File: config.mk
export PLATFORM = sky130hd
export DESIGN_NAME = ipp_ctrl
export DESIGN_NICKNAME = d
export VERILOG_FILES = /design/src/ipp_pkg.sv /design/src/ipp_ctrl.sv
export SDC_FILE = /design/constraint.sdc
export NUM_CORES = 1
export LEC_CHECK = 0
export ABC_AREA = 1
export BUFFER_PORTS_ARGS = -buffer_cell sky130_fd_sc_hd__buf_2
export CAP_MARGIN = 20
export CORE_MARGIN = 2
export CORE_UTILIZATION = 51
export CTS_CLUSTER_DIAMETER = 80
export CTS_CLUSTER_SIZE = 8
export DETAILED_ROUTE_END_ITERATION = 8
export HOLD_SLACK_MARGIN = 0.15
export PLACE_DENSITY = 0.84
export REMOVE_ABC_BUFFERS = 1
export SLEW_MARGIN = 40
export SYNTH_ARGS = -nofsm -noshare
export SYNTH_HDL_FRONTEND = slang
export SYNTH_SLANG_ARGS = --single-unit
export TNS_END_PERCENT = 50
File: constraint.sdc
create_clock -name core_clk -period 10.7 [get_ports core_clk]
set_input_delay 1.07 -clock core_clk [delete_from_list [all_inputs] [get_ports core_clk]]
set_output_delay 1.07 -clock core_clk [all_outputs]
set_load 0.05 [all_outputs]
File: src/ipp_pkg.sv
// Package: constants for the interrupt priority and power mode controller
package ipp_pkg;
   localparam int NUM_SRC = 7;
   // Source indices in fixed resolution order
   localparam int SRC_EXT0 = 0;
   localparam int SRC_TMR0 = 1;
   localparam int SRC_EXT1 = 2;
   localparam int SRC_TMR1 = 3;
   localparam int SRC_SER  = 4;
   localparam int SRC_TMR2 = 5;
   localparam int SRC_CA   = 6;
   // APB byte addresses (printed offsets 0xB7 and 0xB8 are indices)
   localparam logic [7:0] IDX_PRIO_HIGH = 8'hB7;
   localparam logic [7:0] IDX_PRIO_LOW  = 8'hB8;
   localparam logic [7:0] IDX_ENABLE    = 8'hA8;
   localparam logic [7:0] IDX_POWER     = 8'h87;
   localparam logic [7:0] IDX_STATUS    = 8'hC0;
   localparam logic [11:0] ADDR_PRIO_HIGH = {2'b00, IDX_PRIO_HIGH, 2'b00};
   localparam logic [11:0] ADDR_PRIO_LOW  = {2'b00, IDX_PRIO_LOW, 2'b00};
   localparam logic [11:0] ADDR_ENABLE    = {2'b00, IDX_ENABLE, 2'b00};
   localparam logic [11:0] ADDR_POWER     = {2'b00, IDX_POWER, 2'b00};
   localparam logic [11:0] ADDR_STATUS    = {2'b00, IDX_STATUS, 2'b00};
   localparam logic [7:0] PRIO_RESET = 8'h00;
   localparam logic [7:0] ENABLE_RESET = 8'h00;
   localparam logic [3:0] POWER_RESET = 4'h0;
   // Field positions
   localparam int EN_GLOBAL_BIT = 7;
   localparam int PWR_IDLE_BIT  = 0;
   localparam int PWR_PD_BIT    = 1;
   localparam int PWR_FLAGA_BIT = 2;
   localparam int PWR_FLAGB_BIT = 3;
   localparam int PRIO_USED_MSB = 6;
   // Vector addresses
   localparam logic [15:0] VEC_EXT0 = 16'h0003;
   localparam logic [15:0] VEC_TMR0 = 16'h000B;
   localparam logic [15:0] VEC_EXT1 = 16'h0013;
   localparam logic [15:0] VEC_TMR1 = 16'h001B;
   localparam logic [15:0] VEC_SER  = 16'h0023;
   localparam logic [15:0] VEC_TMR2 = 16'h002B;
   localparam logic [15:0] VEC_CA   = 16'h0033;
   typedef enum logic [1:0]
   {
      IPP_RUN  = 2'b00,
      IPP_IDLE = 2'b01,
      IPP_PD   = 2'b10,
      IPP_WAKE = 2'b11
   } ipp_mode_type;
endpackage : ipp_pkg

File: src/ipp_ctrl.sv
// Module: interrupt priority resolver and idle / power-down controller
// Operation
// - Seven sources: two pins, three timers, serial, array
// - Per-source enable plus global enable bit
// - High and low bits give four levels
// - Equal levels resolve in fixed source order
// - Counter array vectors to 0033H
// - Priority registers share one seven-bit map
// - Low priority register resets to zero
// - High priority register resets zero, top unused
// - Idle bit write ends instruction execution
// - Idle gates CPU clock, peripherals keep running
// - Idle holds ports, strobes held high; with ext_mem_mode port 0 floats and port 2 follows port2_addr
// - Enabled interrupt clears idle bit, serviced
// - Two user flags keep written values
// - Power-down stops oscillator, state retained
// - Only reset or enabled pin ends power-down
// - Pin low restarts oscillator, high completes
// - First released pin completes, higher priority served
// - Return resumes after power-down instruction
// - Reset clears registers, pin wake keeps them
// - Both bits set follow power-down exit
// - Port 0 drives only zeros in low power
`timescale 1ns/1ps
module ipp_ctrl
   import ipp_pkg::*;
#(
   parameter int NSRC = NUM_SRC
)
(
   input  wire logic              core_clk,
   input  wire logic              resetn,
   input  wire logic              psel,
   input  wire logic              penable,
   input  wire logic              pwrite,
   input  wire logic [11:0]       paddr,
   input  wire logic [31:0]       pwdata,
   output logic      [31:0]       prdata,
   output logic                   pready,
   output logic                   pslverr,
   input  wire logic [NSRC-1:0]   src_req,
   input  wire logic              ext_irq_pin_a,
   input  wire logic              ext_irq_pin_b,
   input  wire logic              ext_mem_mode,
   input  wire logic              irq_ack,
   output logic                   irq_valid,
   output logic      [15:0]       irq_vector,
   output logic      [1:0]        irq_level,
   output logic                   cpu_clk_en,
   output logic                   osc_run,
   output logic                   ale_out,
   output logic                   program_fetch_strobe,
   input  wire logic              ale_core,
   input  wire logic              program_fetch_strobe_core,
   input  wire logic [7:0]        port0_core,
   input  wire logic              port0_core_oe,
   input  wire logic [7:0]        port2_core,
   input  wire logic [7:0]        port2_addr,
   input  wire logic [7:0]        port13_core_a,
   input  wire logic [7:0]        port13_core_b,
   output logic      [7:0]        port0_out,
   output logic      [7:0]        port0_oe,
   output logic      [7:0]        port1_out,
   output logic      [7:0]        port2_out,
   output logic      [7:0]        port3_out
);

   // ----------------------------------------------------------------
   // Registers
   // ----------------------------------------------------------------
   logic [7:0]   priority_high_reg, priority_high_next;
   logic [7:0]   priority_low_reg, priority_low_next;
   logic [7:0]   enable_reg, enable_next;
   logic [3:0]   power_control_reg, power_control_next;
   ipp_mode_type mode_reg, mode_next;
   logic [7:0]   p0_hold_reg, p0_hold_next;
   logic [7:0]   p1_hold_reg, p1_hold_next;
   logic [7:0]   p2_hold_reg, p2_hold_next;
   logic [7:0]   p3_hold_reg, p3_hold_next;
   logic [1:0]   pins_low_reg, pins_low_next;

   logic         wr_en;
   logic [NSRC-1:0] active;
   logic [1:0]   best_lvl;
   int           best_idx;
   logic [1:0]   pin_wake_en;
   logic         any_irq;
   logic         clr_idle;
   logic         clr_pd;
   logic [1:0]   src_lvl [NSRC];

   function automatic logic [1:0] src_level(input logic [7:0] hi, input logic [7:0] lo,
                                            input int idx);
      src_level = {hi[idx], lo[idx]};
   endfunction : src_level

   function automatic logic [15:0] src_vector(input int idx);
      unique case (idx)
         SRC_EXT0: src_vector = VEC_EXT0;
         SRC_TMR0: src_vector = VEC_TMR0;
         SRC_EXT1: src_vector = VEC_EXT1;
         SRC_TMR1: src_vector = VEC_TMR1;
         SRC_SER:  src_vector = VEC_SER;
         SRC_TMR2: src_vector = VEC_TMR2;
         default:  src_vector = VEC_CA;
      endcase
   endfunction : src_vector

   assign wr_en   = psel && penable && pwrite;
   assign pready  = 1'b1;
   assign pslverr = 1'b0;

   // ----------------------------------------------------------------
   // Priority resolution
   // ----------------------------------------------------------------
   // Sources arrive as levels from the peripherals (pins already decoded)
   assign active = src_req & enable_reg[NSRC-1:0] & {NSRC{enable_reg[EN_GLOBAL_BIT]}};

   // Per-source level, shared by the scan below
   generate
      for (genvar g = 0; g < NSRC; g++)
      begin : g_level
         assign src_lvl[g] = src_level(priority_high_reg, priority_low_reg, g);
      end
   endgenerate

   always_comb
   begin
      best_lvl = 2'b00;
      best_idx = -1;
      // Scan from last to first so an equal level keeps the earlier source
      for (int i = NSRC - 1; i >= 0; i--)
      begin
         if (active[i] && (best_idx < 0 || src_lvl[i] >= best_lvl))
         begin
            best_lvl = src_lvl[i];
            best_idx = i;
         end
      end
   end

   assign any_irq = (best_idx >= 0);
   // Pin wake only if that pin's enable and global enable are set
   assign pin_wake_en = {enable_reg[SRC_EXT1], enable_reg[SRC_EXT0]}
                        & {2{enable_reg[EN_GLOBAL_BIT]}};

   // Request is withheld only while in power-down; it shows again once wake starts
   assign irq_valid  = any_irq && (mode_reg != IPP_PD);
   assign irq_vector = any_irq ? src_vector(best_idx) : 16'h0000;
   assign irq_level  = best_lvl;

   // ----------------------------------------------------------------
   // Mode sequencing
   // ----------------------------------------------------------------
   // Entry waits one edge after the write that sets a request bit, so
   // the requesting access always completes before the core stops
   always_comb
   begin
      mode_next     = mode_reg;
      pins_low_next = pins_low_reg;
      clr_idle      = 1'b0;
      clr_pd        = 1'b0;
      unique case (mode_reg)
         IPP_RUN:
         begin
            if (power_control_reg[PWR_PD_BIT])
               mode_next = IPP_PD;
            else if (power_control_reg[PWR_IDLE_BIT])
               mode_next = IPP_IDLE;
         end
         IPP_IDLE:
         begin
            // Any enabled request ends idle; the core then vectors normally
            if (any_irq)
            begin
               clr_idle  = 1'b1;
               mode_next = IPP_RUN;
            end
         end
         IPP_PD:
         begin
            // Only the two enabled pins are watched; other sources stay masked
            pins_low_next = {~ext_irq_pin_b, ~ext_irq_pin_a} & pin_wake_en;
            if (|pins_low_reg)
               mode_next = IPP_WAKE;
         end
         IPP_WAKE:
         begin
            // Oscillator running; finish once any held pin returns high
            if (|(pins_low_reg & {ext_irq_pin_b, ext_irq_pin_a}))
            begin
               clr_idle      = 1'b1;
               clr_pd        = 1'b1;
               pins_low_next = 2'b00;
               mode_next     = IPP_RUN;
            end
         end
      endcase
   end

   always_ff @(posedge core_clk)
   begin
      if (!resetn)
      begin
         // Reset ends any mode, including an idle or power-down in progress
         mode_reg     <= IPP_RUN;
         pins_low_reg <= 2'b00;
      end
      else
      begin
         mode_reg     <= mode_next;
         pins_low_reg <= pins_low_next;
      end
   end

   // ----------------------------------------------------------------
   // Software registers
   // ----------------------------------------------------------------
   always_comb
   begin
      priority_high_next = priority_high_reg;
      priority_low_next  = priority_low_reg;
      enable_next        = enable_reg;
      power_control_next = power_control_reg;
      if (wr_en)
      begin
         unique case (paddr)
            ADDR_PRIO_HIGH: priority_high_next = {1'b0, pwdata[PRIO_USED_MSB:0]};
            ADDR_PRIO_LOW:  priority_low_next  = {1'b0, pwdata[PRIO_USED_MSB:0]};
            ADDR_ENABLE:    enable_next        = pwdata[7:0];
            ADDR_POWER:     power_control_next = pwdata[3:0];
            default:        ;
         endcase
      end
      // Hardware clear wins over a write landing in the same cycle
      if (clr_idle)
         power_control_next[PWR_IDLE_BIT] = 1'b0;
      if (clr_pd)
         power_control_next[PWR_PD_BIT] = 1'b0;
   end

   always_ff @(posedge core_clk)
   begin
      if (!resetn)
      begin
         // Every register returns to its reset value (RAM lies elsewhere)
         priority_high_reg <= PRIO_RESET;
         priority_low_reg  <= PRIO_RESET;
         enable_reg        <= ENABLE_RESET;
         power_control_reg <= POWER_RESET;
      end
      else
      begin
         priority_high_reg <= priority_high_next;
         priority_low_reg  <= priority_low_next;
         enable_reg        <= enable_next;
         power_control_reg <= power_control_next;
      end
   end

   // ----------------------------------------------------------------
   // Port snapshot
   // ----------------------------------------------------------------
   // Levels are frozen on the edge that enters a low-power mode, so
   // later core activity reaches no pin except port 2, which follows port2_addr in idle with ext_mem_mode
   always_comb
   begin
      p0_hold_next = p0_hold_reg;
      p1_hold_next = p1_hold_reg;
      p2_hold_next = p2_hold_reg;
      p3_hold_next = p3_hold_reg;
      if ((mode_reg == IPP_RUN) &&
          (power_control_reg[PWR_PD_BIT] || power_control_reg[PWR_IDLE_BIT]))
      begin
         p0_hold_next = port0_core;
         p1_hold_next = port13_core_a;
         p2_hold_next = port2_core;
         p3_hold_next = port13_core_b;
      end
   end

   always_ff @(posedge core_clk)
   begin
      if (!resetn)
      begin
         p0_hold_reg <= 8'h00;
         p1_hold_reg <= 8'h00;
         p2_hold_reg <= 8'h00;
         p3_hold_reg <= 8'h00;
      end
      else
      begin
         p0_hold_reg <= p0_hold_next;
         p1_hold_reg <= p1_hold_next;
         p2_hold_reg <= p2_hold_next;
         p3_hold_reg <= p3_hold_next;
      end
   end

   // ----------------------------------------------------------------
   // Read data
   // ----------------------------------------------------------------
   always_comb
   begin
      prdata = 32'h0000_0000;
      if (psel && !pwrite)
      begin
         unique case (paddr)
            ADDR_PRIO_HIGH: prdata = {24'h000000, priority_high_reg};
            ADDR_PRIO_LOW:  prdata = {24'h000000, priority_low_reg};
            ADDR_ENABLE:    prdata = {24'h000000, enable_reg};
            ADDR_POWER:     prdata = {28'h0000000, power_control_reg};
            ADDR_STATUS:    prdata = {21'h000000, best_lvl, 1'b0, active, mode_reg[0]};
            default:        prdata = 32'h0000_0000;
         endcase
      end
   end

   // ----------------------------------------------------------------
   // Clock gating and pin states
   // ----------------------------------------------------------------
   assign cpu_clk_en = (mode_reg == IPP_RUN);
   assign osc_run    = (mode_reg != IPP_PD);

   always_comb
   begin
      ale_out              = ale_core;
      program_fetch_strobe = program_fetch_strobe_core;
      port0_out            = port0_core;
      port0_oe             = {8{port0_core_oe}};
      port1_out            = port13_core_a;
      port2_out            = port2_core;
      port3_out            = port13_core_b;
      if (mode_reg != IPP_RUN)
      begin
         port0_out = 8'h00;
         port0_oe  = ~p0_hold_reg;
         port1_out = p1_hold_reg;
         port2_out = p2_hold_reg;
         port3_out = p3_hold_reg;
         if (mode_reg == IPP_IDLE)
         begin
            ale_out              = 1'b1;
            program_fetch_strobe = 1'b1;
            if (ext_mem_mode)
            begin
               port0_oe  = 8'h00;
               port2_out = port2_addr;
            end
         end
         else
         begin
            ale_out              = 1'b0;
            program_fetch_strobe = 1'b0;
            if (ext_mem_mode)
               port0_oe = 8'h00;
         end
      end
   end

   // irq_ack is a core handshake; acknowledgement needs no state here
   logic unused_ack;
   assign unused_ack = irq_ack;

endmodule : ipp_ctrl

==> impl_metrics.ini, run 1 <==
[synthesis]
synth_edf_count = 0
synth_warnings = 0
yosysTopAreaCellShare = 0.300
synthXorXnorAreaFrac = 0
synth_compound_area_frac = 0.215
yosysUniqueCellTypes = 41
yosys-top-cells-area = dfxtp_1 (30%), inv_1 (8.0%), nand2_1 (7.3%)
yosysTopAreaCell = dfxtp_1
synth_area_per_cell_um2 = 6.66
synthArstFlopShare = 0
syn_area_um2 = 4130
synth_fa_ha_area_frac = 0.0363
yosysMostFrequentCell = inv_1
synth-seq-area-share = 0.300
synth_cells = 621
synth_seq_cells = 62
synth_common_cells = inv_1 (88), nand2_1 (80), nor2_1 (79)
muxShareOfSynthArea = 0
synth-main-ff-cell = dfxtp_1
yosys.area_share.simple = 0.264
synth_top_family_by_area = simple AND/OR/NAND/NOR gates

[worst_hold_path]
hold_start = p1_hold_reg[5]$_SDFFE_PN0P_
hold_end = p1_hold_reg[5]$_SDFFE_PN0P_
min_path_type = reg2reg
min_delay_path_depth = 2

[die]
chipWidth_um = 94.0
die_y_um = 94.0
rows = 32
start_util = 0.529
io_pins = 200
coreArea_um2 = 7810
die_area_um2 = 8840

[timing]
finalSetupTns_ns = 0
slew_viol_final = 0
relSlewSlack = 0.475
fmax_mhz = 121
setup_viol = 0
rsz0062_at_grt = false
min_period_over_period = 0.774
clock_skew_ns = 0.00706
min_period_ns = 8.28
tightest_slew_ns = 0.783
hold_viol = 0
setup_slack_ns = 2.42
finalHoldWorstSlack_ns = 0.452

[worst_setup_path]
required_ns = 9.63
r2r_setup_slack_ns = 8.27
startpoint_type = flip-flop
critPathMaxFanout = 11
arrival_ns = 7.21
cp_common_cell = nand2_1
slowest_stage = dfxtp_1
cp-end-kind = output pin
r2r_start = mode_reg[1]$_SDFFE_PN0P_
rr_endpoint = p3_hold_reg[6]$_SDFFE_PN0P_
r2r_cells = 6
path_class = reg2out
max_stage_delay_ns = 0.70

[routing]
topRoutingLayerUsed = met4
drt-initial-drc-count = 246
drc = 0
wl_per_cell_um = 12.8
wl_met1_um = 4470
antenna_left = 0
dr_wl_met2_um = 5180
wirelength_um = 10800
num_vias = 4436
met3_length_um = 952
viasPerCell = 5.23
drt-pass1-iter-count = 5

[clock_tree]
htreeDepth = 3
cts.clk_slew.worst_paths_ns = 0.07
post_cts_resized = 0
tritoncts = done
cts_setup_buffers = 0
clock-root-buffer = clkbuf_8
cts.sinks = 62
numCtsBuffers = 9
clk_path_buf_depth = 2
insertion_delay_ns = 0.33
cts_hold_buf = 0

[global_route]
grt_max_degree = 44
grt_pass1_wl_um = 17700
grt_pass1_vias = 4025
overflow = 0
antenna_found_initial = 0
grt_usage = 0.247

[power]
p_clk_frac = 0.371
p_leak_nw = 2.30
comb_power_share = 0.193
power.density_nw_per_um2 = 108
ir_drop_v = 0.0000686
p_total_mw = 0.529
power.switching_mw = 0.174
intPower_mw = 0.355
sw_frac_of_total = 0.329
seq_power_share = 0.436

[flow_run]
maxCapViolCount = 0

[placement]
gp_congestion = 0.845
place_inst = 830
place_area_um2 = 4680
hpwlAfterDp_um = 8250
place_ws_ns = 2.48
portBuffers = 139

[finish]
n_antenna_cell = 0
nets = 856
finish.instance_area_um2 = 4910
drive_above_1_share = 0.243
final_cell_count_no_fill = 848
synthToLayoutAreaGrowth_pct = 18.8
post-route-util = 0.629

[outcome]
outcome = finished clean
-- critical path: cells and delay by family (launching register included) --
family | cells | cell delay [ns]
buffers and inverters | 4 | 0.55
and+or+nand+nor | 28 | 3.21
DFF | 1 | 0.70
AOI/OAI and AO/OA | 5 | 0.79
adders and majority gates | 6 | 1.59
-- final cells by class --
cell class	count	area (um2)
well taps	102	128
flip-flops and latches	62	1240
fillers	686	2900
inverters	92	345
clock buffers	12	165
repair buffers	141	731
clock inverters	4	30.0
multi-input cells	435	2270
-- worst max-delay path by stage --
stage / start / end / slack, ns / cells after the start
5_1_grt: enable_reg[7]$_SDFFE_PN0P_ / prdata[9] / 1.73 / 45
4_1_cts: src_req[6] / prdata[9] / 2.47 / 44
3_5_place_dp: src_req[6] / prdata[9] / 2.48 / 44
6_report: enable_reg[7]$_SDFFE_PN0P_ / prdata[9] / 2.42 / 43
2_1_floorplan: src_req[6] / irq_vector[4] / 2.64 / 41
3_3_place_gp: src_req[6] / prdata[9] / 2.80 / 44
-- metal layers --
metal | track usage | up-vias
met5 | 0 | -
met4 | 0.0966 | 0
met2 | 0.429 | 233
met3 | 0.0393 | 21
li1 | - | 2220
met1 | 0.304 | 1962
-- logic make-up (layout without fill, tap and decap cells) --
kind of cell,Yosys count,in the layout
buffers and inverters,157,249
other,2,35
adders and majority gates,12,12
DFF,62,62
and+or+nand+nor,236,236
AOI/OAI and AO/OA,152,152
-- power groups by stage --
stage / Combinational [mW] / Sequential (mW) / Clock (mW)
floorplan: 0.0704 / 0.236 / 0
global placement: 0.100 / 0.236 / 0
detailed placement: 0.101 / 0.236 / 0
CTS: 0.101 / 0.231 / 0.199
global route: 0.108 / 0.231 / 0.210
finish: 0.102 / 0.231 / 0.196
-- layout by cell type (no fill, tap or decap), types with 2 or more instances in the layout --
cell type	netlist	layout
or2_2	2	2
clkinvlp_4	0	4
ha_1	12	12
nor2_2	4	4
nand2_2	4	4
o22ai_1	12	12
a31oi_1	9	9
nor4_1	2	2
inv_1	88	88
nand3_4	2	2
nor2_1	79	79
a21oi_1	38	38
dfxtp_1	62	62
inv_2	2	2
nand3_1	40	40
clkinv_1	2	2
o31ai_1	8	8
o21ai_0	56	56
nor3_1	5	5
nand3_2	4	4
a221oi_1	2	2
clkbuf_8	0	12
a211oi_1	21	21
buf_2	5	139
conb_1	2	35
nand3b_1	2	2
nand4_1	2	2
and2_1	5	5
nand2_1	80	80
Power figures use the tool's default switching activity.
==> inputs of run 2 (changes only) <==
--- a/config.mk
+++ b/config.mk
@@ -9,12 +9,12 @@
 export BUFFER_PORTS_ARGS = -buffer_cell sky130_fd_sc_hd__buf_2
 export CAP_MARGIN = 20
 export CORE_MARGIN = 2
-export CORE_UTILIZATION = 51
+export CORE_UTILIZATION = 43
 export CTS_CLUSTER_DIAMETER = 80
 export CTS_CLUSTER_SIZE = 8
 export DETAILED_ROUTE_END_ITERATION = 8
 export HOLD_SLACK_MARGIN = 0.15
-export PLACE_DENSITY = 0.84
+export PLACE_DENSITY = 0.75
 export REMOVE_ABC_BUFFERS = 1
 export SLEW_MARGIN = 40
 export SYNTH_ARGS = -nofsm -noshare
==> constraint.sdc (replaced) <==
create_clock -name core_clk -period 7.4 [get_ports core_clk]
set_input_delay 0.74 -clock core_clk [delete_from_list [all_inputs] [get_ports core_clk]]
set_output_delay 0.74 -clock core_clk [all_outputs]
set_load 0.05 [all_outputs]
==> impl_metrics.ini, run 2 (synthesis gave the netlist of run 1 again) <==
[outcome]
outcome = finished clean

[timing]
fmax_mhz = 143
min_period_ns = 7.01
relSlewSlack = 0.493
finalHoldWorstSlack_ns = 0.450
clock_skew_ns = 0.00768
tightest_slew_ns = 0.758
min_period_over_period = 0.948
hold_viol = 0
setup_viol = 0
slew_viol_final = 0
setup_slack_ns = 0.388

[die]
rows = 35
chipWidth_um = 102
io_pins = 200
start_util = 0.445
die_y_um = 102
die_area_um2 = 10400
coreArea_um2 = 9280

[worst_setup_path]
max_stage_delay_ns = 0.29
slowest_stage = ha_1
required_ns = 6.66
arrival_ns = 6.27
critPathMaxFanout = 5
cp_common_cell = nand2_2
path_class = in2out
startpoint_type = input port
cp-end-kind = output pin

[clock_tree]
clk_path_buf_depth = 2
numCtsBuffers = 9
htreeDepth = 3
tritoncts = done
cts.sinks = 62
cts.clk_slew.worst_paths_ns = 0.06
insertion_delay_ns = 0.34
clock-root-buffer = clkbuf_8

[power]
power.density_nw_per_um2 = 158
ir_drop_v = 0.0000981
p_total_mw = 0.810
p_leak_nw = 2.39

[routing]
antenna_left = 0
wl_per_cell_um = 13.0
num_vias = 4493
drt-initial-drc-count = 187
drc = 0
drt-pass1-iter-count = 4
wirelength_um = 11500
viasPerCell = 5.09

[placement]
place_area_um2 = 4740
place_ws_ns = -0.0912
gp_congestion = 0.815
hpwlAfterDp_um = 8610
portBuffers = 139

[finish]
nets = 863
most-common-layout-cells = buf_2 (133), inv_1 (85), nor2_1 (76)
drive_above_1_share = 0.278
n_antenna_cell = 0
fillerInstances = 906
synthToLayoutAreaGrowth_pct = 23.7
post-route-util = 0.551
layout_commonest_cell = buf_2
finish.instance_area_um2 = 5110

[global_route]
overflow = 0
antenna_found_initial = 0
grt_max_degree = 44
grt_usage = 0.218
grt_pass1_wl_um = 18200
grt_pass1_vias = 4069

[flow_run]
maxCapViolCount = 0

[worst_hold_path]
min_path_type = reg2reg
[run 2: final cells by class]
| class | instances | area, um2 | share of cell area |
|---|---|---|---|
| multi-input cells | 435 | 2350 | 0.459 |
| flip-flops and latches | 62 | 1240 | 0.243 |
| repair buffers | 148 | 802 | 0.157 |
| inverters | 92 | 345 | 0.0675 |
| well taps | 129 | 161 | 0.0316 |
| clock buffers | 12 | 145 | 0.0284 |
| clock inverters | 4 | 70.1 | 0.0137 |
[run 2: final timing paths]
kind | start | to | slack, ns | depth (start not counted)
setup reg to reg | mode_reg[1]$_SDFFE_PN0P_ | p3_hold_reg[1]$_SDFFE_PN0P_ | 4.74 | 7
setup / recovery | src_req[6] | irq_vector[3] | 0.39 | 43
hold / removal | p1_hold_reg[7]$_SDFFE_PN0P_ | p1_hold_reg[7]$_SDFFE_PN0P_ | 0.45 | 2
hold reg to reg | p1_hold_reg[7]$_SDFFE_PN0P_ | p1_hold_reg[7]$_SDFFE_PN0P_ | 0.45 | 2
[run 2: routing by layer]
layer,routed length [um],global-route usage,vias to the layer above,share of wire
met1,4830,0.266,2038,0.42
met4,196,0.0790,0,0.017
li1,-,-,2231,-
met2,5470,0.382,208,0.48
met5,0,0,-,0
met3,975,0.0417,16,0.085
[run 2: report_power, final]
group	switching [mW]	internal [mW]
Sequential	0.0000139	0.334
Clock	0.130	0.198
Combinational	0.118	0.0305
[run 2: critical path: cells and delay by family]
family	cells	cell delay, ns
adder cells (fa/ha/maj)	6	1.63
AND/OR/NAND/NOR	27	2.81
buffers and inverters	5	0.61
AO/OA/AOI/OAI	5	0.48
[run 2: repair_timing]
action	4_1_cts	5_1_grt
setup buffers	0	5
hold buffers	0	0
resized for setup	5	33
pin swaps	0	15
setup endpoints to repair	7	7
[run 2: through the flow]
step                setup TNS, ns  cells
floorplan                -0.00847    589
finish                          0    882
detailed placement         -0.360    860
global route               -0.145    882
global placement                0    859
CTS                             0    876
==> inputs of run 3 (changes only) <==
--- a/config.mk
+++ b/config.mk
@@ -8,6 +8,7 @@
 export ABC_AREA = 1
 export BUFFER_PORTS_ARGS = -buffer_cell sky130_fd_sc_hd__buf_2
 export CAP_MARGIN = 20
+export CORE_ASPECT_RATIO = 1.4
 export CORE_MARGIN = 2
 export CORE_UTILIZATION = 43
 export CTS_CLUSTER_DIAMETER = 80
==> impl_metrics.ini, run 3 (synthesis gave the netlist of run 1 again) <==
[worst_setup_path]
startpoint_type = input port
max_stage_delay_ns = 0.28
r2r_start = mode_reg[1]$_SDFFE_PN0P_
slowest_stage = ha_1
path_class = in2out
r2r_setup_slack_ns = 4.75
rr_endpoint = p3_hold_reg[5]$_SDFFE_PN0P_
cp_common_cell = nand2_1
required_ns = 6.66
r2r_cells = 7
critical_path.startpoint = src_req[6]
arrival_ns = 6.33
endpoint = prdata[9]
critPathMaxFanout = 5
cp-end-kind = output pin

[power]
p_clk_frac = 0.439
seq_power_share = 0.389
ir_drop_v = 0.000120
intPower_mw = 0.598
power.density_nw_per_um2 = 167
p_leak_nw = 2.41
comb_power_share = 0.172
power.switching_mw = 0.261
sw_frac_of_total = 0.303

[finish]
n_antenna_cell = 0
fillerInstances = 940
synthToLayoutAreaGrowth_pct = 24.6
most-common-layout-cells = buf_2 (133), inv_1 (86), nor2_1 (75)
drive_above_1_share = 0.274
layout_commonest_cell = buf_2
multiInputGateArea_um2 = 2350
ff_latch_area_um2 = 1240
nets = 863
post-route-util = 0.547

[flow_run]
maxCapViolCount = 0

[global_route]
overflow = 0
grt_pass1_vias = 4050
antenna_found_initial = 0
grt_pass1_wl_um = 18100
grt_usage = 0.216
grt_max_degree = 44

[clock_tree]
insertion_delay_ns = 0.33
htreeDepth = 3
cts_hold_buf = 0
clk_path_buf_depth = 2
cts.clk_slew.worst_paths_ns = 0.05
numCtsBuffers = 9
tritoncts = done
cts.sinks = 62
clock-root-buffer = clkbuf_16

[placement]
gp_congestion = 0.877
hpwlAfterDp_um = 8720
portBuffers = 139
place_ws_ns = -0.0474

[timing]
min_period_ns = 7.07
clock_skew_ns = 0.00819
finalSetupTns_ns = 0
tightest_slew_ns = 0.812
fmax_mhz = 141
relSlewSlack = 0.457
setup_slack_ns = 0.331
hold_viol = 0
setup_viol = 0
min_period_over_period = 0.955
slew_viol_final = 0

[routing]
viasPerCell = 5.10
drc = 0
antenna_left = 0
wirelength_um = 11500
drt-pass1-iter-count = 6
num_vias = 4397
drt-initial-drc-count = 186
wl_per_cell_um = 13.3

[die]
rows = 42
start_util = 0.439
io_pins = 200
coreArea_um2 = 9410
die_y_um = 120
die_area_um2 = 10400
chipWidth_um = 86.9

[outcome]
outcome = finished clean

[worst_hold_path]
min_path_type = reg2reg
min_delay_path_depth = 2
run 3: changes by cell type in the layout (fill, tap and decap cells not counted), sizes merged:
cell      delta
bufinv       -2
clkinv       +2
clkinvlp     +1
inv          -1
run 3: worst max-delay path: cells and delay by family:
| kind | cells | cell delay [ns] |
|---|---|---|
| compound gates | 5 | 0.59 |
| fa+ha+maj | 6 | 1.64 |
| buf+inv | 8 | 0.63 |
| simple gates | 29 | 2.71 |
run 3: worst min path at each step:
stage	slack, ns	from	endpoint
floorplan	0.42	p1_hold_reg[0]$_SDFFE_PN0P_	p1_hold_reg[0]$_SDFFE_PN0P_
finish	0.45	p3_hold_reg[6]$_SDFFE_PN0P_	p3_hold_reg[6]$_SDFFE_PN0P_
global route	0.48	p3_hold_reg[7]$_SDFFE_PN0P_	p3_hold_reg[7]$_SDFFE_PN0P_
detailed placement	0.44	p3_hold_reg[6]$_SDFFE_PN0P_	p3_hold_reg[6]$_SDFFE_PN0P_
CTS	0.45	p1_hold_reg[1]$_SDFFE_PN0P_	p1_hold_reg[1]$_SDFFE_PN0P_
global placement	0.44	p1_hold_reg[7]$_SDFFE_PN0P_	p1_hold_reg[7]$_SDFFE_PN0P_
run 3: repair_timing:
| item | 4_1_cts | 5_1_grt |
|---|---|---|
| setup endpoints to repair | 7 | 7 |
| pin swaps | 0 | 10 |
| setup buffers | 0 | 5 |
| resized for setup | 5 | 33 |
run 3: routing by layer:
layer  up-vias  part of all wire  track usage  wire length, um
li1       2230                 -            -                -
met1      1969              0.40        0.246             4610
met2       176              0.52        0.383             5910
met3        22             0.065       0.0468              746
met4         0             0.018       0.0869              205
met5         -                 0            0                0
run 3: final cells by class:
class | count | area share
multi-input cells | 435 | 0.457
flip-flops and latches | 62 | 0.241
repair buffers | 148 | 0.156
inverters | 92 | 0.0671
clock buffers | 12 | 0.0479
well taps | 110 | 0.0267
clock inverters | 4 | 0.00437
run 3: through the flow:
step                      hold WS (ns)  power [mW]  std cells  area (um2)
after floorplan                  0.424       0.443        589        3850
after global placement           0.435       0.487        840        4700
after detailed placement         0.442       0.488        841        4710
after CTS                        0.452       0.866        857        4990
after global routing             0.475       0.889        863        5150
final                            0.449       0.859        863        5150
run 3: power by group through the flow:
stage | logic, mW | registers [mW] | clock network, mW
5_1_grt | 0.157 | 0.334 | 0.398
3_3_place_gp | 0.146 | 0.341 | 0
6_report | 0.148 | 0.334 | 0.377
4_1_cts | 0.148 | 0.334 | 0.384
2_1_floorplan | 0.102 | 0.341 | 0
3_5_place_dp | 0.147 | 0.341 | 0
